===== src/rotate_params.svh =====
// constants for the rotate-left-no-carry executor
`ifndef ROTATE_PARAMS_SVH
`define ROTATE_PARAMS_SVH
`define OPC_HI_POS 15
`define OPC_LO_POS 10
`define OPC_WIDTH 6
`define OPC_RLNC 6'h11
`define DEST_POS 9
`define ACC_POS 8
`define INDEX_LIMIT 8'h5F
`define ACCESS_SPLIT 8'h80
`define ACCESS_HI_BANK 4'hF
`define ACCESS_LO_BANK 4'h0
`define RESET_WREG 8'h00
`define RESET_BYTE 8'h00
`define RESET_ADDR 12'h000
`endif


===== src/rotate_pkg.sv =====
// types shared by the rotate-left-no-carry executor
package rotate_pkg;
	typedef enum logic [1:0] {
		MODE_ACCESS = 2'h0,
		MODE_BANKED = 2'h1,
		MODE_INDEXED = 2'h2
	} addr_mode_t;
	typedef struct packed {
		logic [11:0] addr;
		logic rd;
	} mem_rd_t;
	typedef struct packed {
		logic [11:0] addr;
		logic [7:0] data;
		logic wr;
	} mem_wr_t;
endpackage


===== src/rotl_unit.sv =====
// one-bit left rotate without carry
`timescale 1ns/1ps
module rotl_unit #(
	parameter int WIDTH = 8
) (
	input wire logic [WIDTH-1:0] operand, // byte read from memory
	output logic [WIDTH-1:0] result, // rotated byte
	output logic negative, // result top bit, bit WIDTH-1 (bit 7 at WIDTH 8)
	output logic zero // result is zero
);
	// a one-bit word has nothing to rotate, so refuse it at elaboration
	if (WIDTH < 2) begin : g_bad_width
		$error("rotl_unit needs WIDTH of at least 2");
	end
	// top bit wraps to bit 0, carry is never consulted
	assign result = {operand[WIDTH-2:0], operand[WIDTH-1]}; // RULE7
	assign negative = result[WIDTH-1];
	assign zero = (result == '0);
endmodule


===== src/rotate_left_no_carry_exec.sv =====
// decode and execute of the rotate-left-no-carry byte instruction
`timescale 1ns/1ps
`include "rotate_params.svh"
// Function
// RULE1 - opcode 0100 01da ffffffff is recognised and the addressed byte is rotated left one place.
// RULE2 - with d at 0 the result goes to the working register and memory is left alone.
// RULE3 - with d at 1 the result is written back to the location it was read from.
// RULE4 - with a at 0 and extended set off the operand lies in the access bank, ignoring bank select.
// RULE5 - with a at 1 the bank select register plus the 8-bit address pick the memory bank.
// RULE6 - with a at 0, extended set on and address up to 95 indexed literal offset addressing is used.
// RULE7 - carry is untouched: bit 7 wraps to bit 0 and the other bits move up one.
// RULE8 - one word, one cycle: decode in Q1, read in Q2, rotate in Q3, write in Q4.
module rotate_left_no_carry_exec (
	input wire logic mclk, // 200 MHz core clock
	input wire logic rst_b, // asynchronous reset, active low
	input wire logic q1, // phase 1 strobe, one cycle
	input wire logic q2, // phase 2 strobe
	input wire logic q3, // phase 3 strobe
	input wire logic q4, // phase 4 strobe
	input wire logic [15:0] instr, // fetched program word
	input wire logic extEnable, // extended instruction set on
	input wire logic [3:0] bankSelect, // bank select register value
	input wire logic [11:0] indexedAddr, // indexed literal offset address
	input wire logic [7:0] memRdData, // data returned by memory in Q2
	output rotate_pkg::mem_rd_t memRd, // memory read request
	output rotate_pkg::mem_wr_t memWr, // memory write request
	output logic [7:0] wreg, // working register
	output logic flagN, // negative flag
	output logic flagZ, // zero flag
	output logic indexedReq, // indexed mode in use this cycle
	output logic busy // an instruction of this kind is in flight
);
	import rotate_pkg::*;

	// the opcode field and its match constant must agree in width
	if (`OPC_HI_POS - `OPC_LO_POS + 1 != `OPC_WIDTH) begin : g_bad_opcode
		$error("opcode field width does not match its match constant");
	end

	// one-hot phases of the instruction cycle
	typedef enum logic [4:0] {
		ST_IDLE = 5'b00001,
		ST_READ = 5'b00010,
		ST_ROT = 5'b00100,
		ST_WRITE = 5'b01000,
		ST_DONE = 5'b10000
	} phase_t;

	// phase tracking
	phase_t state;
	phase_t next_state;

	// instruction fields held for the whole cycle
	logic dest;
	logic next_dest;
	logic [11:0] addr;
	logic [11:0] next_addr;

	// operand and result bytes
	logic [7:0] opByte;
	logic [7:0] next_opByte;
	logic [7:0] resByte;
	logic [7:0] next_resByte;

	// next values of the registered outputs
	logic next_indexedReq;
	mem_rd_t next_memRd;
	mem_wr_t next_memWr;
	logic [7:0] next_wreg;
	logic next_flagN;
	logic next_flagZ;
	logic next_busy;

	// decode results, meaningful only while q1 stands
	logic hit;
	logic [7:0] fAddr;
	addr_mode_t mode;

	// rotator outputs, pure logic on the captured operand
	logic [7:0] rotRes;
	logic rotN;
	logic rotZ;

	// the rotate itself sits in a small unit of its own
	rotl_unit #(.WIDTH(8)) u_rot (
		.operand(opByte),
		.result(rotRes),
		.negative(rotN),
		.zero(rotZ)
	);

	// opcode match and address mode selection; the indexed address itself
	// is formed outside, only the mode is chosen here
	always_comb begin
		hit = (instr[`OPC_HI_POS:`OPC_LO_POS] == `OPC_RLNC); // RULE1
		fAddr = instr[7:0];
		if (instr[`ACC_POS]) begin
			mode = MODE_BANKED; // RULE5
		end else if (extEnable && (fAddr <= `INDEX_LIMIT)) begin
			mode = MODE_INDEXED; // RULE6
		end else begin
			mode = MODE_ACCESS; // RULE4
		end
	end

	// next-state logic; phases march one per strobe
	always_comb begin
		next_state = state;
		next_dest = dest;
		next_addr = addr;
		next_opByte = opByte;
		next_resByte = resByte;
		next_indexedReq = indexedReq;
		next_memRd = '0;
		next_memWr = '0;
		next_wreg = wreg;
		next_flagN = flagN;
		next_flagZ = flagZ;
		next_busy = busy;
		unique case (state)
			// done lasts one cycle so busy spans the write edge; a new q1 may start here
			ST_IDLE, ST_DONE: begin
				next_state = ST_IDLE;
				next_busy = 1'b0;
				next_indexedReq = 1'b0;
				if (q1 && hit) begin // RULE8
					next_state = ST_READ;
					next_busy = 1'b1;
					next_dest = instr[`DEST_POS];
					next_indexedReq = (mode == MODE_INDEXED);
					unique case (mode)
						MODE_BANKED: begin
							next_addr = {bankSelect, fAddr}; // RULE5
						end
						MODE_INDEXED: begin
							next_addr = indexedAddr; // RULE6
						end
						MODE_ACCESS: begin
							// low half maps to bank 0, high half to the special register bank
							if (fAddr >= `ACCESS_SPLIT) begin
								next_addr = {`ACCESS_HI_BANK, fAddr}; // RULE4
							end else begin
								next_addr = {`ACCESS_LO_BANK, fAddr}; // RULE4
							end
						end
						default: begin
							next_addr = `RESET_ADDR;
						end
					endcase
					// raise the read with the take edge so memory sees it for all of q2
					next_memRd.addr = next_addr;
					next_memRd.rd = 1'b1;
				end
			end

			ST_READ: begin
				// request stands until the q2 edge takes the byte; a late q2 stretches it
				if (q2) begin // RULE8
					next_opByte = memRdData;
					next_state = ST_ROT;
				end else begin
					next_memRd = memRd;
				end
			end

			ST_ROT: begin
				// operand has sat in opByte since the q2 edge
				if (q3) begin // RULE8
					next_resByte = rotRes; // RULE7
					next_flagN = rotN;
					next_flagZ = rotZ;
					next_state = ST_WRITE;
				end
			end

			ST_WRITE: begin
				// d picks memory or the working register, never both
				if (q4) begin // RULE8
					if (dest) begin
						next_memWr.addr = addr; // RULE3
						next_memWr.data = resByte;
						next_memWr.wr = 1'b1;
					end else begin
						next_wreg = resByte; // RULE2
					end
					next_state = ST_DONE;
				end
			end
		endcase
	end

	// state registers; every output leaves straight from here, so the
	// memory side never sees decode glitches
	always_ff @(posedge mclk or negedge rst_b) begin
		if (!rst_b) begin
			// every flop returns to its idle value at once
			state <= ST_IDLE;
			dest <= 1'b1;
			addr <= `RESET_ADDR;
			opByte <= `RESET_BYTE;
			resByte <= `RESET_BYTE;
			indexedReq <= 1'b0;
			memRd <= '0;
			memWr <= '0;
			wreg <= `RESET_WREG;
			flagN <= 1'b0;
			flagZ <= 1'b0;
			busy <= 1'b0;
		end else begin
			// registered copy of every next value
			state <= next_state;
			dest <= next_dest;
			addr <= next_addr;
			opByte <= next_opByte;
			resByte <= next_resByte;
			indexedReq <= next_indexedReq;
			memRd <= next_memRd;
			memWr <= next_memWr;
			wreg <= next_wreg;
			flagN <= next_flagN;
			flagZ <= next_flagZ;
			busy <= next_busy;
		end
	end
endmodule


===== config.mk =====
export PLATFORM = sky130hd
export DESIGN_NAME = rotate_left_no_carry_exec
export DESIGN_NICKNAME = d
export VERILOG_FILES = /design/src/rotate_pkg.sv /design/src/rotl_unit.sv /design/src/rotate_left_no_carry_exec.sv
export VERILOG_INCLUDE_DIRS = /design/src
export SDC_FILE = /design/constraint.sdc
export NUM_CORES = 1
export LEC_CHECK = 0
export ABC_AREA = 1
export BUFFER_PORTS_ARGS = -buffer_cell sky130_fd_sc_hd__buf_4
export CORE_ASPECT_RATIO = 0.8
export CORE_MARGIN = 4
export CORE_UTILIZATION = 54
export CTS_CLUSTER_DIAMETER = 60
export DETAILED_ROUTE_END_ITERATION = 10
export HOLD_SLACK_MARGIN = 0.06
export PLACE_DENSITY = 0.82
export SLEW_MARGIN = 30
export SYNTH_ARGS = -nofsm -noshare
export SYNTH_HDL_FRONTEND = slang
export SYNTH_SLANG_ARGS = --single-unit

===== constraint.sdc =====
create_clock -name mclk -period 2.17 [get_ports mclk]
set_input_delay 0.5425 -clock mclk [delete_from_list [all_inputs] [get_ports mclk]]
set_output_delay 0.5425 -clock mclk [all_outputs]
set_load 0.05 [all_outputs]

==> run_results.csv <==
group,metric,value,unit
run_status,status,"finished clean",
drt,ant_nets,0,
placement,port_buffers,92,
sta,fin_setup_tns,0,ns
yosys,synth.distinct_cells,25,
sta,finalHoldViolCount,0,
cts,cts_hold_buf,0,
sta,max_freq,580.4,MHz
layout,mostFrequentLayoutCells,"buf_4, dfrtp_1, nand2_1",
worst_setup_path,crit_type,"reg -> reg",
worst_setup_path,arrival,1.99,ns
worst_setup_path,cp_max_fo,27,
yosys,syn-instance-count,335,
placement,gp_congestion,0.8595,
sta,worst_pin_slew,0.4849,ns
sta,slew_violations,0,
floorplan,start_util,55.60,%
layout,postLayoutCoreUtil,72.55,%
grt,grt_max_degree,31,
yosys,yosysTopAreaCell,"dfrtp_1",
drt,routed_wl,7.051,mm
drt,met2WireLength,3.436,mm
power_and_ir_drop,comb_power_share,7.8,%
drt,top_layer_used,"met4",
power_and_ir_drop,cellLeakagePower,2.414,nW
yosys,synth_fa_ha_area_share,0,%
worst_setup_path,crit_start,"state[0]",
yosys,synthesis.area,3287,um^2
drt,drt-met1-wl,3.025,mm
cts,cts_tree,"built",
placement,dp_hpwl,5.378,mm
drt,wire_per_inst,13.53,um
layout,fin_cells,521,
cts,cts_resized,0,
worst_setup_path,cpPeakStageDelay,0.56,ns
cts,numCtsBuffers,9,
floorplan,row_count,25,
layout,drive_above_1_share,33.64,%
floorplan,die_w,95.23,um
cts,cts_setup_buffers,0,
sta,hold_slack,0.1018,ns
drt,firstDrtPassIters,4,
floorplan,die_h,77.78,um
worst_setup_path,path_cells,"nor2_4, nor2_1, nand2_2, nor2_8, inv_1, o21ai_0",
grt,grt_pass1_vias,2570,
power_and_ir_drop,p_sw,0.6839,mW
power_and_ir_drop,clkPwrFrac,41.1,%
grt,grt_pass1_wl,11.90,mm
sta,rsz0062_at_grt,"no",
layout,diodes,0,
flow_run,maxCapViolations,0,
drt,drc,0,
yosys,synth-simple-area-share,21.16,%
layout,finalInstanceArea,4289,um^2
drt,dr.first_iter.drc_count,91,
cts,cts.clk_slew.worst_paths,0.09,ns
cts,max-clock-path-buffers,2,
grt,track_usage,21.22,%
yosys,synthTopCellsByArea,"dfrtp_1, nand2_1, inv_1",
sta,relSlewSlack,67.68,%
drt,via_per_inst,4.825,
drt,routed-wl-met3,433,um
sta,min_period_over_period,79.39,%
yosys,yosysSeqAreaShare,60.22,%
yosys,synth_compound_area_share,9.364,%
power_and_ir_drop,swShare,22.78,%
sta,period_needed,1.723,ns
cts,cts.htree.levels,3,
layout,syn_to_final_growth,30.49,%
placement,place_area,4061,um^2
yosys,yosysWarnings,0,
power_and_ir_drop,intPower,2.318,mW
worst_setup_path,slowest_stage,"dfstp_2",
yosys,synth_xor_area_share,0,%
yosys,syn_area_per_cell,9.812,um^2
grt,grt-ovfl-total,0,
floorplan,die_area,7407,um^2
hold_path,hold_class,"in -> async",
layout,fillCellCount,451,
yosys,yosys.area.top_type_share,58.62,%
yosys,synth.area.mux_share,0,%
cts,clk_latency,0.36,ns
grt,antenna_found_initial,0,
power_and_ir_drop,power_density,700.0,nW/um^2
power_and_ir_drop,vdd_drop_max,0.4529,mV
worst_setup_path,required,2.43,ns
yosys,mappedNetlistNets,382,
layout,final_common_cell,"buf_4",
cts,clock_sinks,79,
worst_setup_path,endpoint_kind,"register",
sta,setup_violations,0,
yosys,synth_top_family_by_area,"simple AND/OR/NAND/NOR gates",
worst_setup_path,worstRegToRegCells,6,
layout,fin_nets,482,
drt,vias,2514,
yosys,ys_ff_latch,79,
worst_setup_path,critPathLaunchType,"register",
floorplan,core_area,5912,um^2
cts,cts_root_buffer,"clkbuf_8",
placement,post-place-cells,505,
sta,fin_skew,0.01059,ns
floorplan,num_io_pins,93,
worst_setup_path,worstReg2RegStart,"state[0]",
power_and_ir_drop,seq_power_share,51.2,%
-- worst max-delay path: cells and delay by family, from the launching register on --
family	cells	cell delay (ns)
flip-flops	1	0.56
AO/OA/AOI/OAI	1	0.21
AND/OR/NAND/NOR	4	0.70
buffers and inverters	1	0.16
-- stage by stage --
stage | worst slack, ns | total power, mW
6_report | 0.4472 | 3.002
5_1_grt | 0.2832 | 3.129
4_1_cts | 0.4381 | 3.019
3_5_place_dp | 0.2802 | 1.802
3_3_place_gp | 0.3848 | 1.792
2_1_floorplan | 0.7653 | 1.669
-- routing by layer --
layer	vias up	global-route usage [%]
met3	14	6.492
li1	1244	-
met5	-	0
met1	1183	28.83
met2	73	32.42
met4	0	7.061
-- power groups by stage --
stage / logic, mW / clock network (mW) / registers (mW)
2_1_floorplan: 0.103 / 0 / 1.57
4_1_cts: 0.237 / 1.25 / 1.54
3_3_place_gp: 0.228 / 0 / 1.56
6_report: 0.233 / 1.23 / 1.54
5_1_grt: 0.265 / 1.32 / 1.54
3_5_place_dp: 0.236 / 0 / 1.57
-- sequential cells by signal, indices dropped and copies added (netlist names) --
register,flops
addr,12
busy,1
dest,1
flagN,1
flagZ,1
indexedReq,1
memRd,13
memWr,21
opByte,8
resByte,7
state,5
wreg,8
-- Yosys cell counts --
library cell,instances
nand2_1,71
buf_2,4
o21ai_1,5
nand2_2,4
nor4_1,2
nand4_4,1
clkbuf_2,1
inv_2,2
nor2_1,29
dfstp_2,2
nand4_2,1
nand3_1,7
nand4_1,11
nor2_8,1
buf_12,1
o21ai_0,24
nand3_4,4
dfrtp_1,77
inv_1,57
nand3_2,1
nor2_4,4
clkbuf_1,1
a21oi_1,8
buf_6,3
o21ai_2,14
-- worst paths after layout --
kind	end	slack, ns
worst max register to register	indexedReq	0.45
worst max-delay path	indexedReq	0.45
worst min register to register	memRd[12]	0.49
worst min-delay path	wreg[5]	0.10
min in group mclk	state[3]	0.39
max in group asynchronous	state[0]	1.44
-- kinds of logic (layout without fill, tap and decap cells) --
family | Yosys count | in the layout
buf+inv | 69 | 174
simple gates | 136 | 136
compound gates | 51 | 51
flops | 79 | 79
-- area by class of cell --
type	count	area [um^2]	share of cell area [%]
clock buffers	11	141.4	3.296
repair buffers	99	755.7	17.62
well taps	81	101.3	2.363
inverters	59	221.5	5.163
flip-flops and latches	79	1979	46.15
multi-input cells	187	1003	23.40
clock inverters	5	86.33	2.013
(Power assumes the default switching activity.)
